## src/design/sync_serial_port_pkg.sv

```systemverilog
// Constants, offsets and field layout of the synchronous serial port (SPI role).
// Assumes an APB master with 32-bit data and byte addresses on paddr.
// How it works
// [RULE_01] Both ends hold one eight-bit shift register forming the exchange path.
// [RULE_02] Most significant bit leaves first; incoming bit enters the lowest position.
// [RULE_03] Output changes on the configured edge, input is taken on the other.
// [RULE_04] Each clock cycle moves one bit out and one bit in together.
// [RULE_05] Eight clocked bits swap the two shift registers completely.
// [RULE_06] The master drives the clock; both ends use the same polarity.
// [RULE_07] Each data output feeds the other party's data input.
// [RULE_08] A master drives one select line per slave, only one low at once.
// [RULE_09] An unselected slave ignores clock and data and leaves its output undriven.
// [RULE_10] Transfers take any length; the master then stops the clock and deselects.
// [RULE_11] Each side reloads its shift register before the next byte of clocks.
// [RULE_12] A completed byte is copied to the buffer and the interrupt flag set.
// [RULE_13] A buffer write loads buffer and shift register in the same cycle.
// [RULE_14] Status: lower six bits read-only, upper two bits read and write.
// [RULE_15] Control one is fully read/write and configures the port with status.
// [RULE_16] One master option derives the serial clock from the rate reload value.
// [RULE_17] The shift register is reached only through the data buffer.
// [RULE_18] Port runs one protocol at a time; this logic is the SPI one.
// [RULE_19] A write during shifting is dropped and sets the collision flag.
// [RULE_20] Buffer-full sets when a byte lands and clears on a buffer read.
// [RULE_21] Master rate: clock over 4, 16, 64, timer pulse halved, or reload divider.
// [RULE_22] Slave with select control moves and drives data only while select is low.
// [RULE_23] Reset parks the clock at idle, clears the bit count and buffer-full.

package sync_serial_port_pkg;
    localparam int ADDR_W = 8;
    localparam int DATA_W = 32;
    localparam int HALF_W = 10;

    localparam logic [7:0] OFF_STATUS = 8'h00;
    localparam logic [7:0] OFF_CTL1 = 8'h04;
    localparam logic [7:0] OFF_CTL3 = 8'h08;
    localparam logic [7:0] OFF_DATA = 8'h0C;
    localparam logic [7:0] OFF_RELOAD = 8'h10;
    localparam logic [7:0] OFF_FLAG = 8'h14;

    localparam int STAT_SMP = 7;
    localparam int STAT_CKE = 6;
    localparam int STAT_BF = 0;
    localparam int CTL_WRITE_COLLISION_FLAG = 7;
    localparam int CTL_EN = 5;
    localparam int CTL_CKP = 4;
    localparam int FLAG_IRQ = 0;

    localparam logic [3:0] MODE_DIV4 = 4'h0;
    localparam logic [3:0] MODE_DIV16 = 4'h1;
    localparam logic [3:0] MODE_DIV64 = 4'h2;
    localparam logic [3:0] MODE_TIMER = 4'h3;
    localparam logic [3:0] MODE_SLAVE_SS = 4'h4;
    localparam logic [3:0] MODE_SLAVE = 4'h5;
    localparam logic [3:0] MODE_RELOAD = 4'hA;

    localparam logic [9:0] HALF_DIV4 = 10'h002;
    localparam logic [9:0] HALF_DIV16 = 10'h008;
    localparam logic [9:0] HALF_DIV64 = 10'h020;
    localparam logic [9:0] HALF_STEP = 10'h002;

    localparam logic [2:0] LAST_BIT = 3'h7;
    localparam logic [3:0] LAST_HALF = 4'hF;
    localparam logic [7:0] RST_BYTE = 8'h00;
endpackage

```

## src/design/serial_rate_gen.sv

```systemverilog
// Half-period tick source for the master serial clock.
// Assumes run drops between transfers so every counter-timed byte starts a fresh half period; the timer option keeps the timer_pulse phase.
`timescale 1ns/1ps

module serial_rate_gen #(
    parameter int CW = 10
) (
    input wire logic pclk,
    input wire logic presetn,
    input wire logic run,
    input wire logic use_timer,
    input wire logic timer_pulse,
    input wire logic [CW-1:0] half_len,
    output logic tick
);
    logic [CW-1:0] count;
    wire logic count_end = (count == half_len - {{(CW-1){1'b0}}, 1'b1});

    // Timer option toggles once per timer pulse, which halves its rate
    assign tick = run & (use_timer ? timer_pulse : count_end); // RULE_21

    always_ff @(posedge pclk or negedge presetn) begin
        if (!presetn) begin
            count <= '0;
        end else if (!run || count_end) begin
            count <= '0;
        end else begin
            count <= count + {{(CW-1){1'b0}}, 1'b1};
        end
    end

    property p_div4_spacing;
        @(posedge pclk) disable iff (!presetn)
        (tick && !use_timer && half_len == 10'h002 && run) ##1 run |-> !tick ##1 (tick || !run);
    endproperty
    a_div4_spacing: assert property (p_div4_spacing) else $error("fast rate spacing wrong"); // RULE_21
endmodule

```

## src/design/sync_serial_port.sv

```systemverilog
// SPI engine of the synchronous serial port with its APB register file.
// Assumes pin inputs are already synchronous to pclk; pads are built outside.
//
// The APB slave port and the placing of the registers were decided locally.
`timescale 1ns/1ps

module sync_serial_port (
    input wire logic pclk,
    input wire logic presetn,
    input wire logic psel,
    input wire logic penable,
    input wire logic pwrite,
    input wire logic [sync_serial_port_pkg::ADDR_W-1:0] paddr,
    input wire logic [sync_serial_port_pkg::DATA_W-1:0] pwdata,
    output logic [sync_serial_port_pkg::DATA_W-1:0] prdata,
    output logic pready,
    output logic pslverr,
    input wire logic sck_in,
    output logic sck_out,
    output logic sck_oe,
    input wire logic sdi,
    output logic sdo_out,
    output logic sdo_oe,
    input wire logic ss_n,
    input wire logic timer_pulse,
    output logic irq_flag
);
    import sync_serial_port_pkg::*;

    ////////////////////////////////////////////////////////////////////////////////
    // Register state

    logic [7:0] serial_shift_reg;
    logic [7:0] serial_data_buffer;
    logic [7:0] serial_rate_reload;
    logic [7:0] serial_control_three;
    logic [6:0] ctl1_bits;
    logic write_collision_flag;
    logic buffer_full_flag;
    logic serial_irq_flag;
    logic stat_smp;
    logic stat_cke;
    logic sck_level;
    logic sck_prev;
    logic sdo_reg;
    logic busy;
    logic [2:0] bit_count;
    logic [3:0] half_count;

    ////////////////////////////////////////////////////////////////////////////////
    // APB decode

    wire logic access = psel & penable;
    wire logic wr = access & pwrite;
    wire logic rd = access & ~pwrite;
    wire logic hit_status = (paddr == OFF_STATUS);
    wire logic hit_ctl1 = (paddr == OFF_CTL1);
    wire logic hit_ctl3 = (paddr == OFF_CTL3);
    wire logic hit_data = (paddr == OFF_DATA);
    wire logic hit_reload = (paddr == OFF_RELOAD);
    wire logic hit_flag = (paddr == OFF_FLAG);
    wire logic mapped = hit_status | hit_ctl1 | hit_ctl3 | hit_data | hit_reload | hit_flag;

    wire logic status_wr = wr & hit_status;
    wire logic ctl1_wr = wr & hit_ctl1;
    wire logic buf_wr = wr & hit_data;
    wire logic buf_rd = rd & hit_data;
    wire logic flag_wr = wr & hit_flag;

    ////////////////////////////////////////////////////////////////////////////////
    // Mode decode

    wire logic [3:0] mode = ctl1_bits[3:0];
    wire logic port_en = ctl1_bits[CTL_EN];
    wire logic ckp = ctl1_bits[CTL_CKP];
    wire logic is_master = (mode == MODE_DIV4) | (mode == MODE_DIV16) | (mode == MODE_DIV64)
                         | (mode == MODE_TIMER) | (mode == MODE_RELOAD);
    wire logic ss_mode = (mode == MODE_SLAVE_SS);
    wire logic is_slave = ss_mode | (mode == MODE_SLAVE);
    wire logic master_on = port_en & is_master;
    wire logic slave_on = port_en & is_slave;
    // Without select control the slave is always listening and may drift by a bit
    wire logic selected = ~ss_mode | ~ss_n; // RULE_22
    wire logic slave_live = slave_on & selected; // RULE_09

    // Reload option: clock over 4*(reload+1), so half period is 2*(reload+1)
    wire logic [HALF_W-1:0] reload_half = {1'b0, serial_rate_reload, 1'b0} + HALF_STEP; // RULE_16
    wire logic [HALF_W-1:0] half_len = (mode == MODE_DIV16) ? HALF_DIV16 :
                                       (mode == MODE_DIV64) ? HALF_DIV64 :
                                       (mode == MODE_RELOAD) ? reload_half :
                                       HALF_DIV4; // RULE_21
    wire logic rate_tick;

    serial_rate_gen #(
        .CW(HALF_W)
    ) rate_gen (
        .pclk(pclk),
        .presetn(presetn),
        .run(busy),
        .use_timer(mode == MODE_TIMER),
        .timer_pulse(timer_pulse),
        .half_len(half_len),
        .tick(rate_tick)
    );

    ////////////////////////////////////////////////////////////////////////////////
    // Edge classification

    // Master: even half ticks leave idle, odd ones return to idle
    wire logic master_edge = master_on & busy & rate_tick; // RULE_06
    wire logic slave_edge = slave_live & (sck_in != sck_prev); // RULE_09
    wire logic edge_ev = master_edge | slave_edge;
    wire logic leading = master_on ? ~half_count[0] : (sck_in != ckp);
    // Edge select: with cke set data moves on the return to idle
    wire logic sample = edge_ev & (stat_cke ? leading : ~leading); // RULE_03
    wire logic shift = edge_ev & ~sample; // RULE_03
    wire logic [7:0] shifted = {serial_shift_reg[6:0], sdi}; // RULE_02 RULE_04
    wire logic done = sample & (bit_count == LAST_BIT); // RULE_05
    wire logic in_xfer = master_on ? busy : (slave_on & (bit_count != 3'h0));
    // Collision check covers the master's busy time but a slave only from its first sampled bit to its eighth
    wire logic collide = buf_wr & in_xfer; // RULE_19
    wire logic buf_load = buf_wr & ~in_xfer & ~write_collision_flag; // RULE_19
    wire logic start = buf_load & master_on;
    wire logic slave_drop = slave_on & ss_mode & ss_n;
    wire logic last_half = master_edge & (half_count == LAST_HALF);

    ////////////////////////////////////////////////////////////////////////////////
    // Shift path

    always_ff @(posedge pclk or negedge presetn) begin
        if (!presetn) begin
            serial_shift_reg <= RST_BYTE;
        end else if (buf_load) begin
            serial_shift_reg <= pwdata[7:0]; // RULE_13 RULE_11
        end else if (sample) begin
            serial_shift_reg <= shifted; // RULE_02 RULE_01
        end
    end

    always_ff @(posedge pclk or negedge presetn) begin
        if (!presetn) begin
            sdo_reg <= 1'b0;
        end else if (buf_load) begin
            sdo_reg <= pwdata[7]; // RULE_02
        end else if (shift) begin
            sdo_reg <= serial_shift_reg[7]; // RULE_07
        end
    end

    always_ff @(posedge pclk or negedge presetn) begin
        if (!presetn) begin
            bit_count <= 3'h0; // RULE_23
        end else if (!port_en || slave_drop || start) begin
            bit_count <= 3'h0;
        end else if (sample) begin
            bit_count <= bit_count + 3'h1;
        end
    end

    ////////////////////////////////////////////////////////////////////////////////
    // Master clock

    always_ff @(posedge pclk or negedge presetn) begin
        if (!presetn) begin
            busy <= 1'b0;
        end else if (!master_on || last_half) begin
            busy <= 1'b0;
        end else if (start) begin
            busy <= 1'b1;
        end
    end

    always_ff @(posedge pclk or negedge presetn) begin
        if (!presetn) begin
            half_count <= 4'h0;
        end else if (!busy) begin
            half_count <= 4'h0;
        end else if (master_edge) begin
            half_count <= half_count + 4'h1;
        end
    end

    // Idle level tracks polarity so a polarity change never glitches mid-byte
    always_ff @(posedge pclk or negedge presetn) begin
        if (!presetn) begin
            sck_level <= 1'b0; // RULE_23
        end else if (!busy) begin
            sck_level <= ckp; // RULE_10
        end else if (master_edge) begin
            sck_level <= ~sck_level;
        end
    end

    always_ff @(posedge pclk or negedge presetn) begin
        if (!presetn) begin
            sck_prev <= 1'b0;
        end else begin
            sck_prev <= sck_in;
        end
    end

    ////////////////////////////////////////////////////////////////////////////////
    // Registers and flags

    always_ff @(posedge pclk or negedge presetn) begin
        if (!presetn) begin
            serial_data_buffer <= RST_BYTE;
        end else if (done) begin
            serial_data_buffer <= shifted; // RULE_12
        end else if (buf_load) begin
            serial_data_buffer <= pwdata[7:0]; // RULE_13 RULE_17
        end
    end

    always_ff @(posedge pclk or negedge presetn) begin
        if (!presetn) begin
            buffer_full_flag <= 1'b0; // RULE_23
        end else if (done) begin
            buffer_full_flag <= 1'b1; // RULE_20
        end else if (buf_rd) begin
            buffer_full_flag <= 1'b0; // RULE_20
        end
    end

    always_ff @(posedge pclk or negedge presetn) begin
        if (!presetn) begin
            serial_irq_flag <= 1'b0;
        end else if (done) begin
            serial_irq_flag <= 1'b1; // RULE_12
        end else if (flag_wr && pwdata[FLAG_IRQ]) begin
            serial_irq_flag <= 1'b0;
        end
    end

    always_ff @(posedge pclk or negedge presetn) begin
        if (!presetn) begin
            write_collision_flag <= 1'b0;
        end else if (collide) begin
            write_collision_flag <= 1'b1; // RULE_19
        end else if (ctl1_wr) begin
            write_collision_flag <= pwdata[CTL_WRITE_COLLISION_FLAG]; // RULE_15
        end
    end

    always_ff @(posedge pclk or negedge presetn) begin
        if (!presetn) begin
            ctl1_bits <= 7'h00;
            stat_smp <= 1'b0;
            stat_cke <= 1'b0;
            serial_control_three <= RST_BYTE;
            serial_rate_reload <= RST_BYTE;
        end else begin
            if (ctl1_wr) begin
                ctl1_bits <= pwdata[6:0]; // RULE_15 RULE_18
            end
            if (status_wr) begin
                stat_smp <= pwdata[STAT_SMP]; // RULE_14
                stat_cke <= pwdata[STAT_CKE]; // RULE_14
            end
            if (wr && hit_ctl3) begin
                serial_control_three <= pwdata[7:0];
            end
            if (wr && hit_reload) begin
                serial_rate_reload <= pwdata[7:0]; // RULE_16
            end
        end
    end

    ////////////////////////////////////////////////////////////////////////////////
    // Read mux and pins

    // Lower six status bits come from hardware only
    wire logic [7:0] status_view = {stat_smp, stat_cke, 5'h00, buffer_full_flag}; // RULE_14
    wire logic [7:0] read_byte = hit_status ? status_view :
                                 hit_ctl1 ? {write_collision_flag, ctl1_bits} :
                                 hit_ctl3 ? serial_control_three :
                                 hit_data ? serial_data_buffer :
                                 hit_reload ? serial_rate_reload :
                                 hit_flag ? {7'h00, serial_irq_flag} :
                                 8'h00;

    assign prdata = {24'h000000, read_byte};
    assign pready = 1'b1;
    assign pslverr = access & ~mapped;
    assign irq_flag = serial_irq_flag;
    assign sck_out = sck_level;
    assign sck_oe = master_on; // RULE_06
    assign sdo_out = sdo_reg;
    assign sdo_oe = master_on | slave_live; // RULE_09 RULE_22

    ////////////////////////////////////////////////////////////////////////////////
    // Checks

    property p_load_both;
        @(posedge pclk) disable iff (!presetn)
        buf_load |=> serial_shift_reg == $past(pwdata[7:0]) && sdo_out == $past(pwdata[7])
                     && serial_data_buffer == $past(pwdata[7:0]);
    endproperty
    a_load_both: assert property (p_load_both) else $error("buffer write not loaded"); // RULE_13

    property p_byte_lands;
        @(posedge pclk) disable iff (!presetn)
        done |=> buffer_full_flag && serial_irq_flag && bit_count == 3'h0
                 && serial_data_buffer == serial_shift_reg;
    endproperty
    a_byte_lands: assert property (p_byte_lands) else $error("received byte not posted"); // RULE_12

    property p_collision;
        @(posedge pclk) disable iff (!presetn)
        (buf_wr && in_xfer && !done) |=> write_collision_flag
                                         && serial_data_buffer == $past(serial_data_buffer);
    endproperty
    a_collision: assert property (p_collision) else $error("collision not flagged"); // RULE_19

    property p_blocked_write;
        @(posedge pclk) disable iff (!presetn)
        (buf_wr && write_collision_flag && !done) |=> serial_data_buffer == $past(serial_data_buffer);
    endproperty
    a_blocked_write: assert property (p_blocked_write) else $error("write passed collision"); // RULE_19

    property p_bf_read;
        @(posedge pclk) disable iff (!presetn)
        (buf_rd && !done) |=> !buffer_full_flag;
    endproperty
    a_bf_read: assert property (p_bf_read) else $error("buffer full not cleared"); // RULE_20

    property p_bf_ro;
        @(posedge pclk) disable iff (!presetn)
        (status_wr && !done && !buf_rd) |=> buffer_full_flag == $past(buffer_full_flag);
    endproperty
    a_bf_ro: assert property (p_bf_ro) else $error("status low bits written"); // RULE_14

    property p_unselected;
        @(posedge pclk) disable iff (!presetn)
        (ss_mode && ss_n && !master_on) |-> !sdo_oe ##1 (bit_count == 3'h0);
    endproperty
    a_unselected: assert property (p_unselected) else $error("unselected slave active"); // RULE_09

    property p_idle_clock;
        @(posedge pclk) disable iff (!presetn)
        (!busy && $past(!busy) && $stable(ckp)) |-> sck_out == ckp;
    endproperty
    a_idle_clock: assert property (p_idle_clock) else $error("clock not at idle level"); // RULE_23

    property p_eight_bits;
        @(posedge pclk) disable iff (!presetn)
        start |=> !done [*8];
    endproperty
    a_eight_bits: assert property (p_eight_bits) else $error("byte ended early"); // RULE_05

    property p_master_drive;
        @(posedge pclk) disable iff (!presetn)
        start |=> busy && sck_oe && sdo_oe;
    endproperty
    a_master_drive: assert property (p_master_drive) else $error("master did not start"); // RULE_06
endmodule

```

## config.mk

```make
export PLATFORM = sky130hd
export DESIGN_NAME = sync_serial_port
export DESIGN_NICKNAME = d
export VERILOG_FILES = /design/src/design/sync_serial_port_pkg.sv /design/src/design/serial_rate_gen.sv /design/src/design/sync_serial_port.sv
export SDC_FILE = /design/constraint.sdc
export NUM_CORES = 1
export LEC_CHECK = 0
export BUFFER_PORTS_ARGS = -buffer_cell sky130_fd_sc_hd__buf_4
export CAP_MARGIN = 10
export CORE_MARGIN = 2
export CORE_UTILIZATION = 42
export CTS_CLUSTER_DIAMETER = 50
export DETAILED_ROUTE_END_ITERATION = 10
export PLACE_DENSITY = 0.78
export SLEW_MARGIN = 20
export SYNTH_ARGS = -nofsm -noshare
export SYNTH_HDL_FRONTEND = slang
export SYNTH_SLANG_ARGS = --single-unit
```

## constraint.sdc

```tcl
create_clock -name pclk -period 3.4 [get_ports pclk]
set_input_delay 0.17 -clock pclk [delete_from_list [all_inputs] [get_ports pclk]]
set_output_delay 0.17 -clock pclk [all_outputs]
set_load 0.03 [all_outputs]
```

---- Word level (Yosys, flattened, before mapping) ----
Index checks and enable logic that the tools add are counted.
word-level totals
  bits in registers ....................... 65
  input bits .............................. 49
  output and inout port bits .............. 39
  logic and storage cells ................. 144
cells by class
  add/sub/neg operators ................... 5
  equal/unequal tests ..................... 17
  muxes and demuxes ....................... 34
  bitwise logic cells ..................... 50
  reduce and logical (&&, ||, !) cells .... 21
operator list
  cell                   number
  $mux 8                 9
  $mux 10                4
  $and 1x1->1            27
  $mux 1                 17
  $eq 8x4->1 const B     2
  $eq 8x5->1 const B     2
  $reduce_bool 2->1      8
  $or 1x1->1             13
  $add 10x1->10 const B  1
  $add 9x2->10 const B   1
  $eq 10x10->1           1
  $not 1->1              10
  $sub 10x1->10 const B  1
  $eq 4x2->1 const B     2
  $eq 4x3->1 const B     2
  $eq 4x4->1 const B     2
  $eq 8x3->1 const B     1
  $logic_not 8->1        1
  $mux 4                 2
  $mux 3                 2
  $add 4x1->4 const B    1
  $eq 4x1->1 const B     1
  $logic_not 4->1        1
  $logic_or 1x1->1       4
  other kinds (7)        12

---- Logic depth before layout (Yosys ltp) ----
  depth in word-level cells ............... 15
  gate-level depth with buffers ........... 12
  depth with buffers taken out ............ 12

---- By module ----
From an unflattened synthesis, not the netlist that was laid out.
second synthesis, totals
  cells, all modules ...................... 448
  area, all modules ....................... 4395.5 sq um
modules (own cells, without submodules)
  module            times used  cells an instance  area each (sq um)  sequential area each (sq um)
  sync_serial_port  1           352                3548.4             1376.3
  serial_rate_gen   1           96                 847.1              250.2

---- Worst setup path after synthesis ----
OpenSTA, ideal clock, no wires.
  path type ............................... flip-flop to flip-flop
  start ................................... reg ctl1_bits[1]
  end ..................................... reg half_count[3]
  library setup time ...................... 0.077 ns
  data arrival time ....................... 3.438 ns
  data required time ...................... 3.323 ns
  setup slack ............................. -0.116 ns
  stages on the path, launching flop included .. 12
  path buffers ............................ 0
  clock period less this slack ............ 3.516 ns
  cell sequence ........................... dfrtp_1 > or3b_1 > a21oi_1 > ha_1 > o221ai_2 > o21bai_2 > xnor3_1 > nor4_2 > nand4_2 > o31a_1 > or4_1 > a21oi_1
between the ends
  longest elaborated chain between the ends .. 10
  elaborated cells on any way between the ends .. 20
  classes of those cells .................. add/sub: 1; eq/ne: 6; mux: 4; bitwise: 8; reduce/logical: 1
RTL lines
  item                             RTL line                                        text
  from (decl)                      sync_serial_port.sv:37                          logic [6:0] ctl1_bits;
  from (signal assigned)           sync_serial_port.sv:254                         ctl1_bits <= pwdata[6:0];
  $eq 4x4->1                       sync_serial_port.sv:77, sync_serial_port.sv:90
  $mux 10                          sync_serial_port.sv:90                          (mode == MODE_RELOAD) ? reload_half :
  $mux 10                          sync_serial_port.sv:89                          (mode == MODE_DIV64) ? HALF_DIV64 :
  $mux 10                          sync_serial_port.sv:88                          wire logic [HALF_W-1:0] half_len = (mode == MODE_DIV16) ? HALF_DIV16 :
  $sub 10x1->10                    serial_rate_gen.sv:17                           wire logic count_end = (count == half_len - {{(CW-1){1'b0}}, 1'b1});
  $eq 10x10->1                     serial_rate_gen.sv:17
  $mux 1                           serial_rate_gen.sv:20                           assign tick = run & (use_timer ? timer_pulse : count_end);
  $and 1x1->1                      serial_rate_gen.sv:20
  $and 1x1->1 (*)                  sync_serial_port.sv:110                         wire logic master_edge = master_on & busy & rate_tick;
  $ne 2x1->1 (no source line) (*)  n/a
  to (signal assigned)             sync_serial_port.sv:179                         half_count <= half_count + 4'h1;
  to (decl)                        sync_serial_port.sv:48                          logic [3:0] half_count;
Mark *: on every way between the ends. The rest lies on a longest branch, timed or not.
A chain may end at the register's enable or synchronous reset.

---- Worst setup path after layout ----
  start ................................... reg ctl1_bits[0]
  end ..................................... reg serial_data_buffer[2]
between the ends
  longest elaborated chain between the ends .. 13
  elaborated cells on any way between the ends .. 40
  classes of those cells .................. add/sub: 1; eq/ne: 7; mux: 8; bitwise: 22; reduce/logical: 2
RTL lines
  item                                                RTL line                                        text
  $eq 4x4->1                                          sync_serial_port.sv:77, sync_serial_port.sv:90
  $mux 10                                             sync_serial_port.sv:90
  $mux 10                                             sync_serial_port.sv:89
  $mux 10                                             sync_serial_port.sv:88
  $sub 10x1->10                                       serial_rate_gen.sv:17
  $eq 10x10->1                                        serial_rate_gen.sv:17
  $mux 1                                              serial_rate_gen.sv:20
  $and 1x1->1                                         serial_rate_gen.sv:20
  $and 1x1->1                                         sync_serial_port.sv:110
  $or 1x1->1                                          sync_serial_port.sv:112                         wire logic edge_ev = master_edge | slave_edge;
  $and 1x1->1                                         sync_serial_port.sv:115                         wire logic sample = edge_ev & (stat_cke ? leading : ~leading);
  $and 1x1->1                                         sync_serial_port.sv:118                         wire logic done = sample & (bit_count == LAST_BIT);
  $mux 8 / $reduce_bool 2->1 (equally long branches)  n/a
  to (signal assigned)                                sync_serial_port.sv:209                         serial_data_buffer <= shifted;
  to (signal assigned)                                sync_serial_port.sv:211                         serial_data_buffer <= pwdata[7:0];
  to (decl)                                           sync_serial_port.sv:34                          logic [7:0] serial_data_buffer;
Several ways; a longest one is shown, not always the timed one.

==> flow_metrics.tcl <==
set metrics [dict create \
    status "completed" \
    hpwl_mm 7.79 \
    cp.required_ns 3.64 \
    via_per_inst 5.50 \
    p_per_area_mw_per_mm2 318 \
    hold_viol 0 \
    num_io_pins 88 \
    drc 0 \
    arrival_ns 3.56 \
    antenna_found_initial 0 \
    r2r_cells 13 \
    synth_ff_type "dfrtp_1" \
    vdd_drop_max_uv 150 \
    worst_skew_pair.late_latency_ns 0.36 \
    critPathKind "register to register" \
    grt_pass1_vias 3588 \
    gp_congestion 0.884 \
    ys_warn_count 0 \
    dieHeight_um 104 \
    netlist-cell-type-count 60 \
    grt_usage 0.201 \
    grt_max_degree 66 \
    die_w_um 104 \
    antenna-diode-count 0 \
    start_util 0.432 \
    r2r_end "serial_data_buffer[2]" \
    tritoncts "built" \
    antenna_left 0 \
    maxSlewHeadroom 0.434 \
    die_area_mm2 0.0108 \
    clockBufferDepth 2 \
    endpoint_kind "register" \
    cts_buffers 9 \
    hold-path-endpoint "buffer_full_flag" \
    post-route-util 0.524 \
    setup_slack_ns 0.0780 \
    num_rows 36 \
    synth_edf_count 0 \
    leakage_uw 0.00227 \
    min_path_cells 3 \
    worst_pin_slew_ns 0.850 \
    top_register "rate_gen.count" \
    stdcell_count 678 \
    setup_violations 0 \
    vias 3731 \
    dp_slack_ns -0.0233 \
    cp_max_fo 5 \
    skew_ns 0.0165 \
    core-area_mm2 0.00973 \
    fin_nets 596 \
    syn_inst 471 \
    rsz0062_at_grt "yes" \
    netlist_area_mm2 0.00420 \
    grt_pass1_wl_mm 17.5 \
    dr.pass1.iters 5 \
    drt_wl_total_mm 10.9 \
    drt_iter0_drc 269 \
    dp.cells 653 \
    layout-area-overhead-vs-synth_pct 21.4 \
    period_share 0.977 \
    clk_pin_slew_ns 0.08 \
    reg2reg_slack_ns 0.08 \
    startpoint_type "register" \
    htreeDepth 3 \
    ys_seq_area_frac 0.387 \
    port_buffers 38 \
    ys_seq_elements 65 \
    slew_violations 0 \
    grt_overflow 0 \
    largest_reg_flops 10 \
    synthArstFlopShare 1.00 \
    hp-start "pwrite" \
    r2r-start "ctl1_bits[0]" \
    period_needed_ns 3.32 \
    root_buffer "clkbuf_8" \
    max_cap_violations 0 \
    final_layout_size_suffix_gt1_frac 0.259 \
    fmax_mhz 301 \
    wire_per_inst_um 16.1 \
    finalSetupTns_ns 0 \
    postSynthAreaPerCell_um2 8.92 \
    hp-class "primary input to register" \
    clkSinkCount 65 \
]
==> cells by family after synthesis <==
kind of cell,synth area share
xor+xnor,0.0533
compound gates,0.156
simple gates,0.220
buf+inv,0.0718
flops,0.387
fa+ha+maj,0.0208
other cells,0.00179
mux,0.0893
==> layer usage <==
metal  up-vias  track usage  part of all wire
li1       1756            -                 -
met1      1811        0.267              0.43
met3        24       0.0351             0.055
met2       140        0.324              0.49
met4         0       0.0869             0.024
met5         -            0                 0
==> worst max-delay path: stages (launching register included) <==
cell,delay (ns)
dfrtp_1,0.39
or3b_4,0.42
a21oi_4,0.20
ha_4,0.16
o221ai_2,0.08
buf_4,0.17
o31a_1,0.26
o31ai_2,0.30
nand4_2,0.20
buf_6,0.18
o31ai_4,0.21
buf_6,0.16
nand3_4,0.14
mux2_4,0.34
==> final cells by class <==
| cell class | instances | area [um^2] |
|---|---|---|
| clock inverter | 6 | 67.6 |
| sequential | 65 | 1630 |
| tap | 133 | 166 |
| timing repair buffer | 77 | 591 |
| inverter | 12 | 45.0 |
| clock buffer | 10 | 138 |
| multi-input combinational | 375 | 2460 |
| fill | 856 | 4630 |
==> cells in the mapped netlist (2+ instances only) <==
| cell | n | share of area |
|---|---|---|
| nand2_1 | 68 | 0.061 |
| dfrtp_1 | 65 | 0.39 |
| nor2_1 | 40 | 0.036 |
| buf_4 | 25 | 0.045 |
| o21ai_0 | 24 | 0.029 |
| mux2_2 | 21 | 0.056 |
| a21oi_1 | 20 | 0.024 |
| clkbuf_1 | 13 | 0.012 |
| nand3_1 | 13 | 0.015 |
| xnor2_1 | 13 | 0.027 |
| inv_1 | 12 | 0.011 |
| o21ai_1 | 10 | 0.012 |
| xor2_1 | 10 | 0.021 |
| nand2b_1 | 9 | 0.013 |
| a31oi_1 | 7 | 0.010 |
| ha_1 | 7 | 0.021 |
| mux2_1 | 7 | 0.019 |
| o31ai_1 | 7 | 0.013 |
| a22oi_1 | 6 | 0.011 |
| mux2i_1 | 6 | 0.014 |
| o211ai_1 | 6 | 0.011 |
| or3_1 | 6 | 0.0089 |
| a211oi_1 | 5 | 0.0089 |
| nand4_1 | 5 | 0.0074 |
| nor2b_1 | 5 | 0.0074 |
| nor3_1 | 5 | 0.0060 |
| or4_1 | 5 | 0.0089 |
| and3_1 | 4 | 0.0060 |
| buf_1 | 4 | 0.0036 |
| and2_1 | 3 | 0.0045 |
| nand3b_1 | 3 | 0.0054 |
| o31a_1 | 3 | 0.0063 |
| and4_1 | 2 | 0.0042 |
| conb_1 | 2 | 0.0018 |
| nor3b_1 | 2 | 0.0036 |
| nor4_1 | 2 | 0.0030 |
| o21bai_1 | 2 | 0.0036 |
| or3b_1 | 2 | 0.0042 |
==> through the flow <==
stage	instance area, um^2	power (uW)	hold slack [ns]
3_3_place_gp	4730	946	0.316
5_1_grt	5100	1680	0.0504
2_1_floorplan	4290	905	-0.126
3_5_place_dp	4730	950	0.321
6_report	5100	1620	0.0533
4_1_cts	4970	1620	0.0419
==> timing repair <==
item,CTS,global route
endpoints found under the setup margin,3,24
pin swaps,5,9
hold endpoints to repair,66,0
setup buffers,2,4
gates cloned,0,1
resized for setup,0,18
hold buffers,2,0
==> worst max path at each step <==
stage          slack (ns)  cells after the start    startpoint               endpoint
6_report             0.08                     13  ctl1_bits[0]  serial_data_buffer[2]
2_1_floorplan       0.006                     11  ctl1_bits[1]          half_count[3]
3_3_place_gp         0.05                     11  ctl1_bits[0]                sdo_out
3_5_place_dp        -0.02                     11  ctl1_bits[0]                sdo_out
5_1_grt             -0.03                     12  ctl1_bits[0]    serial_shift_reg[5]
4_1_cts              0.02                     11  ctl1_bits[0]          half_count[3]
==> power breakdown <==
part,leakage (uW),internal [uW],total (uW),switching (uW)
Clock,0.0000985,359,680,320
Sequential,0.000874,783,791,8.54
Combinational,0.00130,44.4,149,104
==> cell usage in the layout, fill, tap and decap left out, types with 4 or more instances in the layout <==
cell type	count
and3_1	4
mux2i_1	6
dfrtp_1	65
mux2_4	5
ha_1	6
conb_1	25
mux2_2	21
xnor2_1	13
xor2_1	9
a22oi_1	6
a31oi_1	7
nor3_1	5
nand2b_1	9
nand3_1	13
or3_1	6
a21oi_1	18
nor2b_1	5
o31ai_1	6
clkbuf_8	10
a211oi_1	5
nand2_1	68
or4_1	5
o211ai_1	6
nand4_1	5
o21ai_0	24
nor2_1	40
o21ai_1	10
inv_1	12
buf_4	73
Power figures use the tool's default switching activity.
